`src/pes_consts.svh`:
```
// constants for the event status and page select block
// assumes a 32-bit wishbone slave with byte addresses, one word per register
`ifndef PES_CONSTS_SVH
`define PES_CONSTS_SVH

// register indices; byte address is four times the index
`define PES_IDX_CTRL   6'h11
`define PES_IDX_STAT   6'h12
`define PES_IDX_PAGE   6'h13
`define PES_ADR_W      8
// status register fields
`define PES_PEND_LSB   8
`define PES_EVT_N      8
// global control register fields
`define PES_CTRL_OE    0
`define PES_CTRL_GLOBAL_EVENT_IRQ_ENABLE 1
`define PES_CTRL_FORCED_TEST_IRQ  2
// page select values
`define PES_PAGE_W     2
`define PES_PAGE_EXT   2'h0
`define PES_PAGE_RSVD  2'h1
`define PES_PAGE_DIAG  2'h2
// reset values
`define PES_RST_EN     8'h00
`define PES_RST_CTRL   3'h0
`define PES_RST_PAGE   2'h0

`endif

```
`src/pes_pkg.sv`:
```
// types shared by the event status block
// assumes pes_consts.svh is on the include path
`include "pes_consts.svh"
package pes_pkg;
  typedef logic [`PES_EVT_N-1:0] pes_evt_t;
  typedef enum logic {PES_IDLE, PES_ACK} pes_bus_state_t;
endpackage

```
`src/pes_evt_if.sv`:
```
// carrier between the register block and the pending-flag latch
// assumes one clock domain, driven by the top module
`timescale 1ns/1ps
interface pes_evt_if;
  pes_pkg::pes_evt_t evt;     // event pulses, bit 7 link quality .. bit 0 rx error
  logic              clr;     // clearing read of the status register
  pes_pkg::pes_evt_t pending; // latched flags
  modport ctl (output evt, output clr, input pending);
  modport lat (input evt, input clr, output pending);
endinterface

```
`src/pes_top.sv`:
```
// event status, global interrupt control and page select registers
// assumes a classic wishbone master on the core clock; events are same-clock pulses,
// the shared power-down pin comes from outside and is synchronised here
`timescale 1ns/1ps
`include "pes_consts.svh"
module pes_top (
  input  wire logic                  i_core_clk,   // 20 MHz core clock
  input  wire logic                  i_sys_rst,    // synchronous reset, high
  input  wire logic                  i_wb_cyc,     // wishbone cycle
  input  wire logic                  i_wb_stb,     // wishbone strobe
  input  wire logic                  i_wb_we,      // wishbone write
  input  wire logic [`PES_ADR_W-1:0] i_wb_adr,     // byte address
  input  wire logic [3:0]            i_wb_sel,     // byte lanes
  input  wire logic [31:0]           i_wb_dat,     // write data
  output logic      [31:0]           o_wb_dat,     // read data
  output logic                       o_wb_ack,     // acknowledge
  input  wire pes_pkg::pes_evt_t     i_evt,        // event pulses, 7 quality .. 0 rx error
  output logic                       o_irq,        // interrupt level, high
  input  wire logic                  i_pd_pin,     // shared pin level in
  output logic                       o_pd_pin,     // shared pin drive value
  output logic                       o_pd_pin_oe,  // shared pin drive enable
  output logic                       o_powerdown,  // power-down request from pin
  output logic [`PES_PAGE_W-1:0]     o_page_sel,   // current register page
  output logic                       o_page_ext,   // extended page mapped
  output logic                       o_page_diag   // diagnostics page mapped
);
  pes_evt_if evt_bus ();

  pes_pkg::pes_bus_state_t st;
  pes_pkg::pes_bus_state_t next_st;
  pes_pkg::pes_evt_t       enable;
  pes_pkg::pes_evt_t       next_enable;
  logic [2:0]              ctrl;
  logic [2:0]              next_ctrl;
  logic [`PES_PAGE_W-1:0]  page;
  logic [`PES_PAGE_W-1:0]  next_page;
  logic [31:0]             rdat;
  logic [31:0]             next_rdat;
  logic                    take;
  logic                    irq_lvl;
  logic                    pin_meta;
  logic                    pin_sync;

  // decode of a register index against the byte address
  function automatic logic reg_hit(input logic [`PES_ADR_W-1:0] adr, input logic [5:0] idx);
    reg_hit = (adr == {idx, 2'b00});
  endfunction

  // a request is taken once; the ack follows one cycle later
  assign take = i_wb_cyc & i_wb_stb & (st == pes_pkg::PES_IDLE);

  // bus handshake state
  always_comb begin
    case (st)
      pes_pkg::PES_IDLE: next_st = take ? pes_pkg::PES_ACK : pes_pkg::PES_IDLE;
      pes_pkg::PES_ACK:  next_st = pes_pkg::PES_IDLE;
      default:           next_st = pes_pkg::PES_IDLE;
    endcase
  end

  // writes and read capture happen at the taking edge, so a clearing read and its
  // returned value refer to the same instant and no event slips between them
  always_comb begin
    next_enable = enable;
    next_ctrl   = ctrl;
    next_page   = page;
    next_rdat   = rdat;
    if (take && i_wb_we && i_wb_sel[0]) begin
      if (reg_hit(i_wb_adr, `PES_IDX_STAT)) begin
        next_enable = i_wb_dat[`PES_EVT_N-1:0];
      end
      if (reg_hit(i_wb_adr, `PES_IDX_CTRL)) begin
        next_ctrl = i_wb_dat[2:0];
      end
      if (reg_hit(i_wb_adr, `PES_IDX_PAGE)) begin
        next_page = i_wb_dat[`PES_PAGE_W-1:0];
      end
    end
    if (take && !i_wb_we) begin
      next_rdat = 32'h0000_0000; // unmapped reads return zero
      if (reg_hit(i_wb_adr, `PES_IDX_STAT)) begin
        next_rdat[`PES_PEND_LSB +: `PES_EVT_N] = evt_bus.pending;
        next_rdat[`PES_EVT_N-1:0]              = enable;
      end
      if (reg_hit(i_wb_adr, `PES_IDX_CTRL)) begin
        next_rdat[2:0] = ctrl;
      end
      if (reg_hit(i_wb_adr, `PES_IDX_PAGE)) begin
        next_rdat[`PES_PAGE_W-1:0] = page;
      end
    end
  end

  // register state
  always_ff @(posedge i_core_clk) begin
    if (i_sys_rst) begin
      st     <= pes_pkg::PES_IDLE;
      enable <= `PES_RST_EN;
      ctrl   <= `PES_RST_CTRL;
      page   <= `PES_RST_PAGE;
      rdat   <= 32'h0000_0000;
    end else begin
      st     <= next_st;
      enable <= next_enable;
      ctrl   <= next_ctrl;
      page   <= next_page;
      rdat   <= next_rdat;
    end
  end

  assign o_wb_ack = (st == pes_pkg::PES_ACK);
  assign o_wb_dat = rdat;

  // pending flags live in the latch; the read that returns them clears them
  assign evt_bus.evt = i_evt;
  assign evt_bus.clr = take & ~i_wb_we & reg_hit(i_wb_adr, `PES_IDX_STAT);

  pes_event_latch u_latch (
    .i_core_clk (i_core_clk),
    .i_sys_rst  (i_sys_rst),
    .evt_bus    (evt_bus)
  );

  // interrupt level from flip-flops only; without the global bit events stay silent
  // software still has to set that bit, enables alone do nothing
  assign irq_lvl = (ctrl[`PES_CTRL_GLOBAL_EVENT_IRQ_ENABLE] & |(evt_bus.pending & enable))
                 | ctrl[`PES_CTRL_FORCED_TEST_IRQ];
  assign o_irq   = irq_lvl;

  // pin sampler; first stage feeds only the second
  always_ff @(posedge i_core_clk) begin
    if (i_sys_rst) begin
      pin_meta <= 1'b1;
      pin_sync <= 1'b1;
    end else begin
      pin_meta <= i_pd_pin;
      pin_sync <= pin_meta;
    end
  end

  // pin is active low both ways; power-down is only honoured while it is an input
  assign o_pd_pin_oe = ctrl[`PES_CTRL_OE];
  assign o_pd_pin    = ~irq_lvl;
  assign o_powerdown = ~ctrl[`PES_CTRL_OE] & ~pin_sync;

  // page decode; the reserved value maps neither page
  assign o_page_sel  = page;
  assign o_page_ext  = (page == `PES_PAGE_EXT);
  assign o_page_diag = (page == `PES_PAGE_DIAG);

  property p_latch_without_enable;
    @(posedge i_core_clk) disable iff (i_sys_rst)
      (i_evt != '0 && enable == '0 && !evt_bus.clr) |=> (evt_bus.pending != '0);
  endproperty
  a_latch_without_enable: assert property (p_latch_without_enable) else $error("flag not latched");

  property p_global_off;
    @(posedge i_core_clk) disable iff (i_sys_rst)
      (!ctrl[`PES_CTRL_GLOBAL_EVENT_IRQ_ENABLE] && !ctrl[`PES_CTRL_FORCED_TEST_IRQ]) |-> !o_irq;
  endproperty
  a_global_off: assert property (p_global_off) else $error("interrupt with global enable off");

  property p_test_forces;
    @(posedge i_core_clk) disable iff (i_sys_rst)
      ctrl[`PES_CTRL_FORCED_TEST_IRQ] |-> (o_irq && o_pd_pin == 1'b0);
  endproperty
  a_test_forces: assert property (p_test_forces) else $error("test bit did not force interrupt");

  property p_event_irq;
    @(posedge i_core_clk) disable iff (i_sys_rst)
      (i_evt[7] && enable[7] && ctrl[`PES_CTRL_GLOBAL_EVENT_IRQ_ENABLE] && !take) |=> o_irq;
  endproperty
  a_event_irq: assert property (p_event_irq) else $error("enabled event gave no interrupt");

  property p_pin_role;
    @(posedge i_core_clk) disable iff (i_sys_rst)
      (o_pd_pin_oe == ctrl[`PES_CTRL_OE]) && (!o_pd_pin_oe || !o_powerdown);
  endproperty
  a_pin_role: assert property (p_pin_role) else $error("shared pin role wrong");

  property p_page_upper_zero;
    @(posedge i_core_clk) disable iff (i_sys_rst)
      (o_wb_ack && !i_wb_we && reg_hit(i_wb_adr, `PES_IDX_PAGE))
        |-> (o_wb_dat[31:2] == 30'h0 && o_wb_dat[1:0] == page);
  endproperty
  a_page_upper_zero: assert property (p_page_upper_zero) else $error("page readback wrong");

  property p_irq_drops;
    @(posedge i_core_clk) disable iff (i_sys_rst)
      (o_wb_ack && !i_wb_we && reg_hit(i_wb_adr, `PES_IDX_STAT) && $past(i_evt) == '0
       && !ctrl[`PES_CTRL_FORCED_TEST_IRQ]) |-> !o_irq;
  endproperty
  a_irq_drops: assert property (p_irq_drops) else $error("interrupt held after clearing read");

  property p_enable_write;
    @(posedge i_core_clk) disable iff (i_sys_rst)
      (take && i_wb_we && i_wb_sel[0] && reg_hit(i_wb_adr, `PES_IDX_STAT))
        |=> (enable == $past(i_wb_dat[7:0])) ##1 (enable == $past(i_wb_dat[7:0], 2));
  endproperty
  a_enable_write: assert property (p_enable_write) else $error("enable write not stored");

  property p_page_map;
    @(posedge i_core_clk) disable iff (i_sys_rst)
      (o_page_diag == (o_page_sel == 2'h2)) && !(o_page_ext && o_page_diag);
  endproperty
  a_page_map: assert property (p_page_map) else $error("page mapping wrong");

  // bus checks lean on the master holding its address until ack, as classic cycles require
  property p_ack_pulse;
    @(posedge i_core_clk) disable iff (i_sys_rst)
      o_wb_ack |=> !o_wb_ack;
  endproperty
  a_ack_pulse: assert property (p_ack_pulse) else $error("ack held longer than one cycle");

  property p_take_acked;
    @(posedge i_core_clk) disable iff (i_sys_rst)
      take |=> o_wb_ack;
  endproperty
  a_take_acked: assert property (p_take_acked) else $error("taken request not acknowledged");

  property p_ctrl_write;
    @(posedge i_core_clk) disable iff (i_sys_rst)
      (take && i_wb_we && i_wb_sel[0] && reg_hit(i_wb_adr, `PES_IDX_CTRL))
        |=> (ctrl == $past(i_wb_dat[2:0]));
  endproperty
  a_ctrl_write: assert property (p_ctrl_write) else $error("control write not stored");

  property p_page_write;
    @(posedge i_core_clk) disable iff (i_sys_rst)
      (take && i_wb_we && i_wb_sel[0] && reg_hit(i_wb_adr, `PES_IDX_PAGE))
        |=> (page == $past(i_wb_dat[1:0]));
  endproperty
  a_page_write: assert property (p_page_write) else $error("page write not stored");

  property p_stat_readback;
    @(posedge i_core_clk) disable iff (i_sys_rst)
      (o_wb_ack && !i_wb_we && reg_hit(i_wb_adr, `PES_IDX_STAT))
        |-> (o_wb_dat[31:16] == 16'h0000 && o_wb_dat[7:0] == enable);
  endproperty
  a_stat_readback: assert property (p_stat_readback) else $error("enable readback wrong");

  property p_pending_readback;
    @(posedge i_core_clk) disable iff (i_sys_rst)
      (o_wb_ack && !i_wb_we && reg_hit(i_wb_adr, `PES_IDX_STAT))
        |-> (o_wb_dat[15:8] == $past(evt_bus.pending));
  endproperty
  a_pending_readback: assert property (p_pending_readback) else $error("pending readback wrong");

  property p_ctrl_readback;
    @(posedge i_core_clk) disable iff (i_sys_rst)
      (o_wb_ack && !i_wb_we && reg_hit(i_wb_adr, `PES_IDX_CTRL))
        |-> (o_wb_dat[31:3] == 29'h0 && o_wb_dat[2:0] == ctrl);
  endproperty
  a_ctrl_readback: assert property (p_ctrl_readback) else $error("control readback wrong");

  property p_enabled_flag_irq;
    @(posedge i_core_clk) disable iff (i_sys_rst)
      (ctrl[`PES_CTRL_GLOBAL_EVENT_IRQ_ENABLE] && (evt_bus.pending & enable) != '0) |-> o_irq;
  endproperty
  a_enabled_flag_irq: assert property (p_enabled_flag_irq) else $error("enabled flag gave no interrupt");

  property p_irq_has_cause;
    @(posedge i_core_clk) disable iff (i_sys_rst)
      o_irq |-> (ctrl[`PES_CTRL_FORCED_TEST_IRQ]
                 || (ctrl[`PES_CTRL_GLOBAL_EVENT_IRQ_ENABLE] && (evt_bus.pending & enable) != '0));
  endproperty
  a_irq_has_cause: assert property (p_irq_has_cause) else $error("interrupt without cause");

  property p_oe_drive;
    @(posedge i_core_clk) disable iff (i_sys_rst)
      o_pd_pin_oe |-> (o_pd_pin == !o_irq);
  endproperty
  a_oe_drive: assert property (p_oe_drive) else $error("shared pin not driven from interrupt");

  // no disable here: the check is about what reset itself leaves behind
  property p_reset_clears;
    @(posedge i_core_clk)
      i_sys_rst |=> (enable == '0 && ctrl == '0 && page == '0);
  endproperty
  a_reset_clears: assert property (p_reset_clears) else $error("reset values wrong");

  property p_page_hold;
    @(posedge i_core_clk) disable iff (i_sys_rst)
      (page != $past(page)) |-> ($past(take) && $past(i_wb_we));
  endproperty
  a_page_hold: assert property (p_page_hold) else $error("page changed without a write");
endmodule

```
`src/pes_event_latch.sv`:
```
// sticky pending flags, one per event source, cleared by a status read
// assumes events and clear come from logic on the same clock
`timescale 1ns/1ps
`include "pes_consts.svh"
module pes_event_latch (
  input  wire logic i_core_clk, // core clock
  input  wire logic i_sys_rst,  // synchronous reset, high
  pes_evt_if.lat    evt_bus     // events in, flags out
);
  pes_pkg::pes_evt_t pend;
  pes_pkg::pes_evt_t next_pend;

  // set beats clear so an event in the reading cycle survives
  genvar g;
  generate
    for (g = 0; g < `PES_EVT_N; g++) begin : g_flag
      always_comb begin
        next_pend[g] = (pend[g] & ~evt_bus.clr) | evt_bus.evt[g];
      end
    end
  endgenerate

  // register the flags
  always_ff @(posedge i_core_clk) begin
    if (i_sys_rst) begin
      pend <= `PES_RST_EN;
    end else begin
      pend <= next_pend;
    end
  end

  assign evt_bus.pending = pend;

  property p_evt_kept;
    @(posedge i_core_clk) disable iff (i_sys_rst)
      (evt_bus.evt != '0) |=> ((pend & $past(evt_bus.evt)) == $past(evt_bus.evt));
  endproperty
  a_evt_kept: assert property (p_evt_kept) else $error("event lost from pending flags");

  property p_read_clears;
    @(posedge i_core_clk) disable iff (i_sys_rst)
      (evt_bus.clr && evt_bus.evt == '0) |=> (pend == '0);
  endproperty
  a_read_clears: assert property (p_read_clears) else $error("flags not cleared by read");
endmodule

```
`config.mk`:
```
export PLATFORM = sky130hd
export DESIGN_NAME = pes_top
export DESIGN_NICKNAME = d
export VERILOG_FILES = /design/src/pes_pkg.sv /design/src/pes_evt_if.sv /design/src/pes_top.sv /design/src/pes_event_latch.sv
export VERILOG_INCLUDE_DIRS = /design/src /design/src/src
export SDC_FILE = /design/constraint.sdc
export NUM_CORES = 1
export LEC_CHECK = 0
export BUFFER_PORTS_ARGS = -buffer_cell sky130_fd_sc_hd__clkbuf_2
export CAP_MARGIN = 20
export CORE_MARGIN = 1.5
export CORE_UTILIZATION = 46
export CTS_BUF_LIST = sky130_fd_sc_hd__clkbuf_8
export CTS_CLUSTER_SIZE = 24
export DETAILED_ROUTE_END_ITERATION = 7
export PLACE_DENSITY = 0.81
export SETUP_SLACK_MARGIN = 0.05
export SYNTH_ARGS = -nofsm -noshare
export SYNTH_HDL_FRONTEND = slang
export SYNTH_SLANG_ARGS = --single-unit
```
`constraint.sdc`:
```
create_clock -name i_core_clk -period 2.9 [get_ports i_core_clk]
set_input_delay 0.58 -clock i_core_clk [delete_from_list [all_inputs] [get_ports i_core_clk]]
set_output_delay 0.58 -clock i_core_clk [all_outputs]
set_load 0.005 [all_outputs]
```
==> summary.md <==
| Metric | Value |
|---|---|
| Run status | `completed` |
| Final Cycle Share | `64.8%` |
| Startpoint types | `register` |
| First-iteration detailed-routing DRC count | `130` |
| Switching pwr | `250 uW` |
| Cell Chain, Critical Path | `a22oi_1 > nand4_1 > a21o_1 > clkbuf_2` |
| Internal power | `759 uW` |
| Final WS setup | `1.02 ns` |
| CTS Buffer Depth | `2` |
| Port Buffers | `55` |
| Cell Area, Synth | `1900 um^2` |
| N_diodes | `0` |
| Die Area | `4520 um^2` |
| Drt pass-1 iters | `4` |
| Final instance area | `2250 um^2` |
| Effective utilization at floorplan | `47.8%` |
| Clock slew at the register clock pins of the worst setup and hold paths | `0.08 ns` |
| Via count | `1,664` |
| Share of cells above drive strength 1 | `29.3%` |
| Hold Violations, Final | `0` |
| RSZ-0062 raised after global routing | `no` |
| End of the worst hold path | `pin_sync` |
| TritonCTS Sinks | `40` |
| Worst reg2reg startpoint | `o_wb_ack` |
| Area of the multi-input gates | `983 um^2` |
| Clock power share | `35.2%` |
| Seq cells post-synth | `40` |
| Synthesized instance count | `212` |
| Max-cap violations | `0` |
| Slew Viols, Final | `0` |
| Initial antenna violation count | `0` |
| Tightest Hold Check Type | `reg -> reg` |
| Clock buffer count from CTS | `5` |
| Rows | `23` |
| Synthesized area per cell | `8.95 um^2` |
| Tmin final | `1.88 ns` |
| Critical path buffers and inverters | `1` |
| Sw frac | `24.8%` |
| Final HPWL DP | `3.17 mm` |
| Crit path depth | `4` |
| WP data required | `2.32 ns` |
| GPL Wtd Cong | `0.878` |
| Final setup TNS | `0 ns` |
| Hold Path Origin | `pin_meta` |
| Combinational power share | `8.6%` |
| Post-CTS Hold Buffers | `0` |
| CTS tree | `done` |
| Total routed wirelength | `4.23 mm` |
| Fmax | `532 MHz` |
| Pwr dens | `449 nW/um^2` |
| Total GRT Usage | `19.6%` |
| Critical Path Slowest Stage Cell | `dfxtp_1` |
| Drt via density | `5.27` |
| # IOs | `99` |
| Max FO, Critical Path | `3` |
| # resized after CTS | `0` |
| Remaining DRCs | `0` |
| # setup viols final | `0` |
| Max-slew headroom | `57.4%` |
| Post-Route Skew | `0.00535 ns` |
| Worst Setup End Kind | `output port` |
| Remaining global-route overflow | `0` |
| Antenna-violating nets left | `0` |
| Crit path max-delay family | `compound AO/OA/AOI/OAI gates` |
| Area grow syn2layout | `18.5%` |
| Worst R2R Path Depth | `3` |
| Sequential Power Share | `56.2%` |
| Crit path largest cell delay | `0.33 ns` |
| Clock root buffer master | `clkbuf_8` |
| Critical Path Start | `u_latch.evt_bus.pending[5]` |
| WL/cell | `13.4 um` |
| Vias in the first global route | `1,515` |
| Postcts setup bufs | `0` |
| Die H | `67.2 um` |
| Worst-Margin Slew | `0.638 ns` |
| Die width | `67.2 um` |
| Crit Path Class | `reg -> out` |
| LEAKAGE | `0.000960 uW` |
| Htree depth | `2` |
| Core ar. | `3970 um^2` |
| Placed cell area | `2170 um^2` |
| Netlist cell types | `30` |
| Reg-to-Reg End | `o_wb_dat[0]` |
| Internal reg-to-reg setup slack | `1.14 ns` |
| Worst skew pair latency | `0.29 ns` |
| Worst hold path depth | `1` |
| Sequential element share of the synthesized area | `42.2%` |
| Largest net degree at the start of global routing | `36` |
| Layout filler cell count | `386` |
| Max rail drop VDD | `0.183 mV` |
| Storage cell area | `801 um^2` |
| Nets | `324` |
| First-pass GRT wire length | `6.64 mm` |
| Post-layout util | `56.6%` |
| Min Hold Slack | `0.419 ns` |
| CP arrival | `1.30 ns` |
| Dpl ws | `0.782 ns` |
| Synth warnings | `0` |
-- how the worst max path moves through the flow --
stage / endpoint / slack, ns
6_report: o_irq / 1.02
5_1_grt: o_pd_pin / 0.86
4_1_cts: o_irq / 1.00
3_5_place_dp: o_wb_dat[0] / 0.78
3_3_place_gp: u_latch.evt_bus.pending[0] / 0.82
2_1_floorplan: o_wb_dat[0] / 1.09
-- worst register-to-register path: stages (launching register included) --
cell and delay [ns]:
dfxtp_1 0.35, nand4bb_1 0.57, or4_4 0.62, o21ai_1 0.15
-- registers in the layout, indices dropped and copies added, names as in the netlist --
name	count
o_wb_ack	1
ctrl	3
u_latch.evt_bus.pending	8
pin_meta	1
o_page_sel	2
enable	8
o_wb_dat	16
pin_sync	1
-- cell usage after synthesis, drive strengths merged --
| master | instances | area, um^2 |
|---|---|---|
| a211oi | 8 | 60.1 |
| a21o | 1 | 7.51 |
| a21oi | 15 | 75.1 |
| a22oi | 6 | 45.0 |
| and2 | 2 | 12.5 |
| and3b | 2 | 17.5 |
| and4 | 1 | 8.76 |
| and4b | 1 | 10.0 |
| buf | 17 | 125 |
| clkbuf | 12 | 45.0 |
| conb | 1 | 3.75 |
| dfxtp | 40 | 801 |
| mux2 | 2 | 22.5 |
| mux2i | 13 | 130 |
| nand2 | 14 | 52.6 |
| nand2b | 21 | 131 |
| nand3b | 4 | 30.0 |
| nand4 | 17 | 106 |
| nand4bb | 1 | 11.3 |
| nor2 | 20 | 75.1 |
| nor2b | 2 | 12.5 |
| nor4 | 1 | 12.5 |
| nor4b | 2 | 30.0 |
| nor4bb | 1 | 10.0 |
| o21ai | 2 | 10.0 |
| o41ai | 1 | 8.76 |
| or2 | 3 | 18.8 |
| or4 | 1 | 11.3 |
| or4b | 1 | 13.8 |
-- logic make-up (layout without fill, tap and decap cells) --
logic type | after synthesis | count (layout) | synth area share (%)
flops | 40 | 40 | 42.2
simple gates | 94 | 94 | 29.7
buf+inv | 29 | 68 | 8.96
mux | 15 | 15 | 8.04
compound gates | 33 | 33 | 10.9
other cells | 1 | 16 | 0.198
-- metrics by stage --
step	power, uW	instances
2_1_floorplan	639	227
3_3_place_gp	663	309
3_5_place_dp	665	309
4_1_cts	1010	316
5_1_grt	1060	316
6_report	1010	316
-- power by group through the flow --
| stage | logic [uW] | registers [uW] | clock network [uW] |
|---|---|---|---|
| 2_1_floorplan | 62.2 | 577 | 0 |
| 3_3_place_gp | 84.2 | 579 | 0 |
| 3_5_place_dp | 85.9 | 579 | 0 |
| 4_1_cts | 86.3 | 566 | 359 |
| 5_1_grt | 97.6 | 568 | 390 |
| 6_report | 86.8 | 567 | 355 |
-- routing by layer --
metal	vias up	global-route usage, %	wire length [um]
met5	-	0	0
met4	0	8.93	71
met3	7	3.83	203
li1	822	-	-
met2	50	32.5	2050
met1	785	24.6	1900
-- cells in the final DEF, fill, tap and decap left out --
cell,count
nand4bb_1,1
and4b_1,1
clkinvlp_4,1
o41ai_1,1
a22oi_1,6
nand2b_1,21
nor4bb_1,1
nor2b_1,2
o21ai_1,2
and3b_1,2
or2_2,3
a211oi_1,8
or4b_4,1
clkbuf_2,55
buf_4,6
nor4b_2,2
a21o_1,1
nor2_1,20
nand3b_1,4
clkbuf_8,5
nand2_1,14
nand4_1,17
dfxtp_1,40
and2_1,2
or4_4,1
and4_1,1
clkinv_2,1
mux2_2,2
nor4_2,1
a21oi_1,15
conb_1,16
mux2i_1,13
-- area by class of cell --
| cell class | count | share of cell area, % |
|---|---|---|
| Clock buffer | 5 | 3.06 |
| Clock inverter | 2 | 0.556 |
| Multi-Input combinational cell | 158 | 43.7 |
| Sequential cell | 40 | 35.6 |
| Tap cell | 50 | 2.78 |
| Timing Repair Buffer | 61 | 14.2 |
(Power assumes the default switching activity.)
